===== src/core/cacr_defs.vh =====
// Register offsets, field positions, key codes and address windows of the remap controller.
`ifndef CACR_DEFS_VH
`define CACR_DEFS_VH
`define CACR_OFS_CTRL 12'hfde
`define CACR_OFS_KEY 12'hfdf
`define CACR_ADDR_W 12
`define CACR_BIT_RST 0
`define CACR_BIT_RAM 1
`define CACR_BIT_VEC 2
`define CACR_KEY_RSTDIS 8'hb2
`define CACR_KEY_MAP 8'hd4
`define CACR_KEY_FCLR 8'h71
`define CACR_RAM_LO 17'h1_0040
`define CACR_RAM_HI 17'h1_0c3f
`define CACR_RAM_BASE 12'h040
`define CACR_VC_DEF_LO 17'h1_ffa0
`define CACR_VC_DEF_HI 17'h1_ffbf
`define CACR_IV_DEF_LO 17'h1_ffc2
`define CACR_IV_DEF_HI 17'h1_ffff
`define CACR_VC_REL_LO 17'h1_01a0
`define CACR_IV_REL_LO 17'h1_01c2
`define CACR_IV_REL_HI 17'h1_01fd
`define CACR_RESET_VEC 17'h1_fffe
`define CACR_ZERO8 8'h00
`define CACR_ZERO32 32'h0000_0000
`endif


===== src/core/cacr_flag_reg.v =====
// Pending and active storage for one commit-controlled configuration bit.
`include "cacr_defs.vh"
module cacr_flag_reg (
  input wire core_clk_in,
  input wire nrst_in,
  input wire load_in,
  input wire pend_in,
  input wire commit_in,
  output reg pend_out,
  output reg act_out
);
  always @(posedge core_clk_in or negedge nrst_in) begin
    if (!nrst_in) begin
      pend_out <= 1'b0;
      act_out <= 1'b0;
    end else begin
      if (load_in) begin
        pend_out <= pend_in;
      end
      if (commit_in) begin
        act_out <= load_in ? pend_in : pend_out;
      end
    end
  end
endmodule


===== src/core/cacr_remap_ctrl.v =====
// Code-area remap controller: pending/commit registers on APB and code address steering.
`include "cacr_defs.vh"
module cacr_remap_ctrl (
  input wire core_clk_in,
  input wire nrst_in,
  input wire psel,
  input wire penable,
  input wire pwrite,
  input wire [31:0] paddr,
  input wire [31:0] pwdata,
  output reg [31:0] prdata,
  output reg pready,
  output reg pslverr,
  input wire serial_prom_mode_in,
  input wire flag_clear_pend_in,
  input wire [16:0] code_addr_in,
  input wire [1:0] vec_kind_in,
  input wire [4:0] vec_index_in,
  output reg ram_code_sel_out,
  output reg [11:0] ram_code_addr_out,
  output reg [16:0] vec_addr_out,
  output reg reset_disable_out,
  output reg flag_clear_commit_out
);
  localparam VK_CALL = 2'd0;
  localparam VK_IRQ = 2'd1;
  localparam VK_RESET = 2'd2;

  // Two-stage synchroniser for the serial PROM mode strap.
  reg prom_meta_r;
  reg prom_sync_r;

  // Bus decode.
  wire [`CACR_ADDR_W-1:0] word_addr;
  wire setup_phase;
  wire access_phase;
  wire hit_ctrl;
  wire hit_key;
  wire hit_any;
  wire wr_ctrl;
  wire wr_key;
  wire rd_setup;

  // Key decode and commit strobes.
  wire [7:0] key;
  wire key_is_rst;
  wire key_is_map;
  wire key_is_fclr;
  wire [2:0] commit;

  // Pending and active configuration bits.
  wire [2:0] pend;
  wire [2:0] act;
  wire reset_disable_active;
  wire ram_map_active;
  wire vector_map_active;
  wire ram_map_eff;

  // Code fetch steering.
  wire above_ram_lo;
  wire below_ram_hi;
  wire [16:0] entry_ofs;
  reg [16:0] call_base;
  reg [16:0] irq_base;
  reg [16:0] call_addr;
  reg [16:0] irq_addr;
  reg [16:0] vec_nxt;
  reg ram_sel_nxt;
  reg [11:0] ram_addr_nxt;

  // Next values of the registered outputs.
  reg [31:0] rdata_nxt;
  reg pready_nxt;
  reg pslverr_nxt;
  reg flag_clear_nxt;

  // Setup is psel without penable; the slave answers in the following access cycle.
  assign setup_phase = psel && !penable;
  assign access_phase = psel && penable && pready;

  // Registers are word indexed, so the byte address drops its two low bits.
  assign word_addr = paddr[`CACR_ADDR_W+1:2];
  assign hit_ctrl = (word_addr == `CACR_OFS_CTRL);
  assign hit_key = (word_addr == `CACR_OFS_KEY);
  assign hit_any = hit_ctrl || hit_key;
  assign wr_ctrl = access_phase && pwrite && hit_ctrl;
  assign wr_key = access_phase && pwrite && hit_key;
  assign rd_setup = setup_phase && !pwrite;

  // Each key commits only its own bits; any other byte commits nothing.
  assign key = pwdata[7:0];
  assign key_is_rst = (key == `CACR_KEY_RSTDIS);
  assign key_is_map = (key == `CACR_KEY_MAP);
  assign key_is_fclr = (key == `CACR_KEY_FCLR);
  assign commit[`CACR_BIT_RST] = wr_key && key_is_rst;
  assign commit[`CACR_BIT_RAM] = wr_key && key_is_map;
  assign commit[`CACR_BIT_VEC] = wr_key && key_is_map;

  // Only bits 2..0 have storage, so upper writes vanish.
  genvar gi;
  generate
    for (gi = 0; gi < 3; gi = gi + 1) begin : g_bit
      cacr_flag_reg u_flag (
        .core_clk_in(core_clk_in),
        .nrst_in(nrst_in),
        .load_in(wr_ctrl),
        .pend_in(pwdata[gi]),
        .commit_in(commit[gi]),
        .pend_out(pend[gi]),
        .act_out(act[gi])
      );
    end
  endgenerate

  assign reset_disable_active = act[`CACR_BIT_RST];
  assign ram_map_active = act[`CACR_BIT_RAM];
  assign vector_map_active = act[`CACR_BIT_VEC];

  // The mode strap comes from a pin and is synchronised first.
  always @(posedge core_clk_in or negedge nrst_in) begin
    if (!nrst_in) begin
      prom_meta_r <= 1'b0;
      prom_sync_r <= 1'b0;
    end else begin
      prom_meta_r <= serial_prom_mode_in;
      prom_sync_r <= prom_meta_r;
    end
  end

  // Serial PROM mode maps the RAM whatever the committed request says.
  assign ram_map_eff = ram_map_active || prom_sync_r;

  // Control reads return pending bits, status reads return active bits.
  always @* begin
    rdata_nxt = `CACR_ZERO32;
    case ({hit_key, hit_ctrl})
      2'b01: begin
        rdata_nxt[2:0] = pend;
      end
      2'b10: begin
        rdata_nxt[2:0] = act;
      end
      default: begin
        rdata_nxt = `CACR_ZERO32;
      end
    endcase
  end

  // Ready follows every setup cycle, so each access phase lasts one cycle.
  always @* begin
    pready_nxt = setup_phase;
  end

  // Unmapped addresses answer with an error and leave the flag bits alone; an unmapped read still loads zero into prdata.
  always @* begin
    pslverr_nxt = setup_phase && !hit_any;
  end

  // The flag-clear commit is a single-cycle strobe.
  always @* begin
    flag_clear_nxt = wr_key && key_is_fclr && flag_clear_pend_in;
  end

  // The code space is 17 bits wide with its own 64 KB at 0x10000.
  assign above_ram_lo = (code_addr_in >= `CACR_RAM_LO);
  assign below_ram_hi = (code_addr_in <= `CACR_RAM_HI);
  // Vector entries are two bytes apart.
  assign entry_ofs = {11'h000, vec_index_in, 1'b0};

  always @* begin
    ram_sel_nxt = ram_map_eff && above_ram_lo && below_ram_hi;
    ram_addr_nxt = code_addr_in[11:0] - `CACR_RAM_BASE;
  end

  // Relocation moves only the call and interrupt tables.
  always @* begin
    call_base = `CACR_VC_DEF_LO;
    irq_base = `CACR_IV_DEF_LO;
    if (vector_map_active) begin
      call_base = `CACR_VC_REL_LO;
      irq_base = `CACR_IV_REL_LO;
    end
  end

  always @* begin
    call_addr = call_base + entry_ofs;
    irq_addr = irq_base + entry_ofs;
  end

  // The reset vector never follows the relocation bit.
  always @* begin
    vec_nxt = `CACR_RESET_VEC;
    case (vec_kind_in)
      VK_CALL: begin
        vec_nxt = call_addr;
      end
      VK_IRQ: begin
        vec_nxt = irq_addr;
      end
      VK_RESET: begin
        vec_nxt = `CACR_RESET_VEC;
      end
      default: begin
        vec_nxt = `CACR_RESET_VEC;
      end
    endcase
  end

  // Bus handshake register.
  always @(posedge core_clk_in or negedge nrst_in) begin
    if (!nrst_in) begin
      pready <= 1'b0;
    end else begin
      pready <= pready_nxt;
    end
  end

  // Bus error register.
  always @(posedge core_clk_in or negedge nrst_in) begin
    if (!nrst_in) begin
      pslverr <= 1'b0;
    end else begin
      pslverr <= pslverr_nxt;
    end
  end

  // Read data is captured in the setup cycle and holds until the next read.
  always @(posedge core_clk_in or negedge nrst_in) begin
    if (!nrst_in) begin
      prdata <= `CACR_ZERO32;
    end else begin
      if (rd_setup) begin
        prdata <= rdata_nxt;
      end
    end
  end

  // RAM select for the previous fetch address.
  always @(posedge core_clk_in or negedge nrst_in) begin
    if (!nrst_in) begin
      ram_code_sel_out <= 1'b0;
    end else begin
      ram_code_sel_out <= ram_sel_nxt;
    end
  end

  // RAM offset for the previous fetch address.
  always @(posedge core_clk_in or negedge nrst_in) begin
    if (!nrst_in) begin
      ram_code_addr_out <= 12'h000;
    end else begin
      ram_code_addr_out <= ram_addr_nxt;
    end
  end

  // Vector fetch address for the previous kind and index.
  always @(posedge core_clk_in or negedge nrst_in) begin
    if (!nrst_in) begin
      vec_addr_out <= `CACR_RESET_VEC;
    end else begin
      vec_addr_out <= vec_nxt;
    end
  end

  // Active reset-disable level.
  always @(posedge core_clk_in or negedge nrst_in) begin
    if (!nrst_in) begin
      reset_disable_out <= 1'b0;
    end else begin
      reset_disable_out <= reset_disable_active;
    end
  end

  // Flag-clear commit strobe.
  always @(posedge core_clk_in or negedge nrst_in) begin
    if (!nrst_in) begin
      flag_clear_commit_out <= 1'b0;
    end else begin
      flag_clear_commit_out <= flag_clear_nxt;
    end
  end
endmodule


===== config.mk =====
export PLATFORM = sky130hd
export DESIGN_NAME = cacr_remap_ctrl
export DESIGN_NICKNAME = d
export VERILOG_FILES = /design/src/core/cacr_flag_reg.v /design/src/core/cacr_remap_ctrl.v
export VERILOG_INCLUDE_DIRS = /design/src /design/src/core
export SDC_FILE = /design/constraint.sdc
export NUM_CORES = 1
export LEC_CHECK = 0
export ABC_AREA = 1
export BUFFER_PORTS_ARGS = -buffer_cell sky130_fd_sc_hd__buf_2
export CAP_MARGIN = 20
export CORE_ASPECT_RATIO = 2
export CORE_UTILIZATION = 42
export CTS_BUF_LIST = sky130_fd_sc_hd__clkbuf_16
export DETAILED_ROUTE_END_ITERATION = 10
export GPL_TIMING_DRIVEN = 0
export HOLD_SLACK_MARGIN = 0.03
export PLACE_DENSITY_LB_ADDON = 0.25
export SYNTH_ARGS = -nofsm -noshare
export SYNTH_HDL_FRONTEND = slang
export SYNTH_SLANG_ARGS = --single-unit

===== constraint.sdc =====
create_clock -name core_clk_in -period 1.5 [get_ports core_clk_in]
set_input_delay 0.15 -clock core_clk_in [delete_from_list [all_inputs] [get_ports core_clk_in]]
set_output_delay 0.15 -clock core_clk_in [all_outputs]
set_load 0.01 [all_outputs]

---- After elaboration in Yosys (flattened, before gate mapping) ----
Cells that the tools add are included.
storage, ports and cells
  flip-flop bits (word level) ............. 45
  bits of input ports ..................... 95
  output and inout port bits .............. 66
cells by class
  add/sub/neg operators ................... 3
  magnitude comparators ................... 2
  equality and inequality tests ........... 8
  multiplexer cells ....................... 7
  reduce and logical (&&, ||, !) cells .... 20
operators with widths
  kind                                                count
  adder 17 x 6 -> 17 bit                              2
  case mux 17 bit (2 select lines)                    1
  two-way mux 16 bit                                  2
  == test 12 bit, second input constant               2
  >= comparator 17 bit, second input constant         1
  <= comparator 17 bit, second input constant         1
  == test 8 bit, second input constant                2
  logical AND 1 bit                                   14
  subtractor 12 x 7 -> 12 bit, second input constant  1
  == test 8 x 7 -> 1 bit, second input constant       1
  case mux 3 bit (2 select lines)                     1
  == test 2 x 1 -> 1 bit, second input constant       2
  logical NOT 1 bit                                   3
  two-way mux 1 bit                                   3
  == test 2 bit, second input constant                1
  logical NOT 2 bit                                   1
  logical OR 1 bit                                    2

---- Longest topological paths before layout ----
  depth in word-level cells ............... 6
  gate-level depth with buffers ........... 11

---- Hierarchy ----
A second synthesis with hierarchy kept.
unflattened totals
  cells, all modules ...................... 260
  area total of the unflattened synthesis .. 2274.7 µm²
by module, submodules not included
  module           instances  cells an instance  area an instance (µm²)
  cacr_remap_ctrl  1          224                2000.7
  cacr_flag_reg    3          12                 91.3

---- Worst setup path after synthesis ----
No wires, ideal clock.
  path type ............................... input to register
  from .................................... in paddr[11]
  to ...................................... reg prdata[0]
  library setup time ...................... 0.140 ns
  arrival time ............................ 1.120 ns
  required time ........................... 1.360 ns
  setup slack ............................. 0.239 ns
  stages .................................. 8
  path buffers ............................ 0
  cell sequence ........................... nand2_1 nor2_1 nand2_1 nor2_1 inv_1 ha_1 nand3_1 o21ai_0
on the way
  word-level cells in the longest chain between the ends .. 3
  elaborated cells between the ends (all ways) .. 5
  those cells by class .................... eq/ne: 4; mux: 1
ends and longest elaborated chain
  item                                                     line                   text
  start, declared                                          cacr_remap_ctrl.v:9    input wire [31:0] paddr,
  == test 12 bit (no source line)                          --
  == test 2 bit or == test 2 x 1 -> 1 bit (tied branches)  cacr_remap_ctrl.v:136  case ({hit_key, hit_ctrl})
  case mux 3 bit (2 select lines) (*)                      cacr_remap_ctrl.v:136
  end signal, assigned                                     cacr_remap_ctrl.v:230  prdata <= `CACR_ZERO32;
  end signal, assigned                                     cacr_remap_ctrl.v:233  prdata <= rdata_nxt;
  end, declared                                            cacr_remap_ctrl.v:11   output reg [31:0] prdata,
Mark *: on every way between the ends. The rest lies on a longest branch, timed or not.
A chain may end at the register's enable or synchronous reset.

---- Worst setup path in the final report ----
  from .................................... in vec_kind_in[1]
  to ...................................... reg vec_addr_out[9]
on the way
  word-level cells in the longest chain between the ends .. 2
  elaborated cells between the ends (all ways) .. 3
  those cells by class .................... eq/ne: 1; mux: 1; reduce/logical: 1
ends and longest elaborated chain
  item                                                         line                   text
  start, declared                                              cacr_remap_ctrl.v:17   input wire [1:0] vec_kind_in,
  == test 2 x 1 -> 1 bit or logical NOT 2 bit (tied branches)  cacr_remap_ctrl.v:193  case (vec_kind_in)
  case mux 17 bit (2 select lines) (*)                         cacr_remap_ctrl.v:193
  net vec_nxt[9]                                               cacr_remap_ctrl.v:67   reg [16:0] vec_nxt;
  end signal, assigned                                         cacr_remap_ctrl.v:259  vec_addr_out <= `CACR_RESET_VEC;
  end signal, assigned                                         cacr_remap_ctrl.v:261  vec_addr_out <= vec_nxt;
  end, declared                                                cacr_remap_ctrl.v:21   output reg [16:0] vec_addr_out,
Mark *: on every way through the listed nets, which the timed path passes. The rest lies on a longest branch.

==> flow_summary_export.csv <==
group,metric,value,unit
setup_path,critPathCaptureType,"register",
grt,antenna_found_initial,0,
setup_path,critPathKind,"input port to register",
final_layout,finalInstanceArea,3190,um2
cts,clkLatencyLatePin,0.28,ns
setup_path,cp_max_fo,8,
final_layout,area_delta_synth_final,34.7,%
final_layout,fin_nets,494,
sta,clock.fmax,0.810,GHz
sta,fin_hold_ws,0.000394,ns
setup_path,crit_path_start_kind,"input port",
routing,vias,1953,
placement,dp.final_hpwl,3.57,mm
logic_synthesis,synth_cells,262,
final_layout,antenna_cells,0,
logic_synthesis,netlist_area,2370,um2
logic_synthesis,yosysSeqAreaShare,47.3,%
worst_hold_path,worstHoldPathType,"input port to asynchronous set/reset pin",
routing,vias_per_cell,4.32,
cts,clock-root-buffer,"clkbuf_16",
cts,cts_tree,"yes",
setup_path,slowest_delay,0.18,ns
sta,fin_skew,0.00169,ns
cts,cts_inserted_buffers,5,
cts,clkSinkCount,44,
die,die_width,55.1,um
sta,period_needed,1.23,ns
setup_path,cp.arrival,1.44,ns
logic_synthesis,synth.distinct_cells,35,
grt,grt_pass1_vias,1670,
sta,slew_headroom,38.9,%
run_status,run_status,"finished, final reports clean",
pwr,power_per_cell_area,845,nW/um2
logic_synthesis,yosysWarnings,0,
grt,grt_pass1_wl,6.69,mm
final_layout,layout_common_cells,"buf_2 (86), nand2_1 (47), inv_1 (40), buf_4 (30), conb_1 (30)",
sta,finalCritPeriodShare,82.3,%
routing,dr.first_iter.drc_count,27,
pwr,ir_drop,976,uV
placement,gp_congestion,0.826,
logic_synthesis,syn_area_per_cell,9.05,um2
routing,postRouteAntennaNets,0,
final_layout,final_common_cell,"buf_2",
cts,h-tree-depth,2,
placement,post_dp_cell_area,2990,um2
setup_path,slowest_stage,"ha_1",
logic_synthesis,ys_seq_elements,44,
sta,maxSlewViolCount,0,
sta,finalHoldViolations,0,
cts,cts_resized,0,
grt,grt_usage,15.5,%
cts,cts_max_path_buffers,2,
die,pin_count,161,
cts,cts.clk_slew.worst_paths,0.06,ns
routing,wl_per_cell,9.81,um
grt,grt_max_degree,45,
routing,routed_wl,4.43,mm
setup_path,cp.required,1.71,ns
sta,worst_pin_slew,0.916,ns
pwr,p_leak,0.00173,uW
die,coreArea,5420,um2
die,dieArea,5970,um2
final_layout,fill_cells,481,
placement,port_buffers,86,
setup_path,worstPathCellList,"buf_2 -> inv_2 -> nand2_8 -> nor2_8 -> ha_1 -> nand2_1 -> inv_1 -> nand4_2 -> and2_4 -> o21ai_2 -> o21ai_2",
routing,dr.pass1.iters,3,
die,start_util,43.7,%
grt,grt-ovfl-total,0,
routing,post-route-drc-count,0,
die,die_y,108,um
final_layout,drive_gt1_share,40.8,%
setup_path,crit_top_cell,"o21ai_2",
flow_run,maxCapViolations,0,
die,rows,38,
sta,rsz0062_at_grt,"no",
setup_path,path_buf_inv,3,
setup_path,critical_path.top_delay_family,"simple AND/OR/NAND/NOR gates",
sta,setup_viol,0,
## final cells by class
cell class	count	area [um2]	area share (%)
Clock inverter	3	12.5	0.392
Timing Repair Buffer	93	500	15.7
Inverter	42	160	5.02
Buffer	30	225	7.05
Sequential cell	44	1120	35.1
Clock buffer	5	125	3.92
Multi-Input combinational cell	175	973	30.5
Tap cell	60	75.1	2.35
## worst register-to-register path, delay by kind of cell, from the launching register on
family	cells	cell delay [ns]
buffers and inverters	1	0.04
DFF	1	0.35
and+or+nand+nor	6	0.66
## sequential cells by signal (all words and copies together) (netlist names)
name,count
prom_sync_r,1
pslverr,1
ram_code_addr_out,12
reset_disable_out,1
vec_addr_out,16
ram_code_sel_out,1
g_bit.u_flag.act_out,3
prdata,3
g_bit.u_flag.pend_out,3
prom_meta_r,1
flag_clear_commit_out,1
pready,1
## where the power goes
group / switching [uW] / internal, uW / total, uW
registers: 9.88 / 1250 / 1260
clock network: 418 / 601 / 1020
logic: 229 / 188 / 417
total: 657 / 2040 / 2700
## repair_timing
item | 4_1_cts | 5_1_grt
setup buffers | 0 | 0
hold buffers | 7 | 0
hold endpoints to repair | 7 | 0
## path summary, 6_finish.rpt
| kind | from | end | slack, ns | depth (start not counted) |
|---|---|---|---|---|
| hold / removal | nrst_in | prdata[0]$_DFFE_PN0P_ | 0.0004 | 1 |
| setup / recovery | vec_kind_in[1] | vec_addr_out[9]$_DFF_PN1_ | 0.27 | 11 |
| max in group asynchronous | nrst_in | ram_code_addr_out[11]$_DFF_PN0_ | 0.92 | 1 |
| hold reg to reg | prom_meta_r$_DFF_PN0_ | prom_sync_r$_DFF_PN0_ | 0.35 | 0 |
| min in group core_clk_in | penable | pready$_DFF_PN0_ | 0.07 | 2 |
| setup reg to reg | pready$_DFF_PN0_ | g_bit[2].u_flag.act_out$_DFFE_PN0P_ | 0.35 | 7 |
## stage by stage
stage	TNS, ns	setup slack (ns)	power (uW)	std cells	util (%)
6_report	0	0.266	2700	452	58.9
5_1_grt	0	0.121	2830	452	58.9
4_1_cts	0	0.274	2720	452	58.9
3_5_place_dp	-0.0546	-0.0254	1680	437	55.1
3_3_place_gp	0	0.00663	1680	437	55.1
2_1_floorplan	0	0.239	1520	291	-
## cells in the mapped netlist
master    n  share of area, %
nand2_2   2              0.53
xor2_1    5               1.8
nand4_2   1              0.53
nand2_1  47               7.4
nand2_8   1              0.84
and3_1    1              0.26
nor3_1    5               1.1
inv_4     1              0.26
o21ai_0   9               1.9
nor2_1   21               3.3
and2_4    1              0.37
nor4_1    1              0.26
a21oi_1   5               1.1
nor2_8    1              0.84
ha_1      8               4.2
and2_1    3              0.79
nand3_4   1              0.74
o21ai_1   1              0.21
inv_2     3              0.47
dfstp_2  16                18
inv_1    38               6.0
nand4_4   1              0.90
buf_4    30               9.5
or2_2     2              0.53
nor3b_1   3              0.95
nor4_2    1              0.53
nand4_1   5               1.3
o21ai_2   2              0.74
o21ai_4   1              0.69
nor2_4    2              0.95
conb_1    1              0.16
nor2_2    1              0.26
nand2_4   1              0.47
nand3_1  13               2.7
dfrtp_1  28                30
## layer usage
metal	track usage, %	wire length [um]	up-vias	part of all wire [%]
met1	13.2	1490	854	34
li1	-	-	1013	-
met4	8.04	109	0	2.5
met2	30.6	2540	80	57
met5	0	0	-	0
met3	2.53	292	6	6.6
## cell families (layout without fill, tap and decap cells)
family	count (synthesis)	count (layout)	synth area share, %
other	1	30	0.158
AO/OA/AOI/OAI	18	18	4.59
flip-flops	44	44	47.3
XOR/XNOR	5	5	1.85
AND/OR/NAND/NOR	114	114	25.6
adder cells (fa/ha/maj)	8	8	4.22
buffers and inverters	72	173	16.3
(Power assumes the default switching activity.)
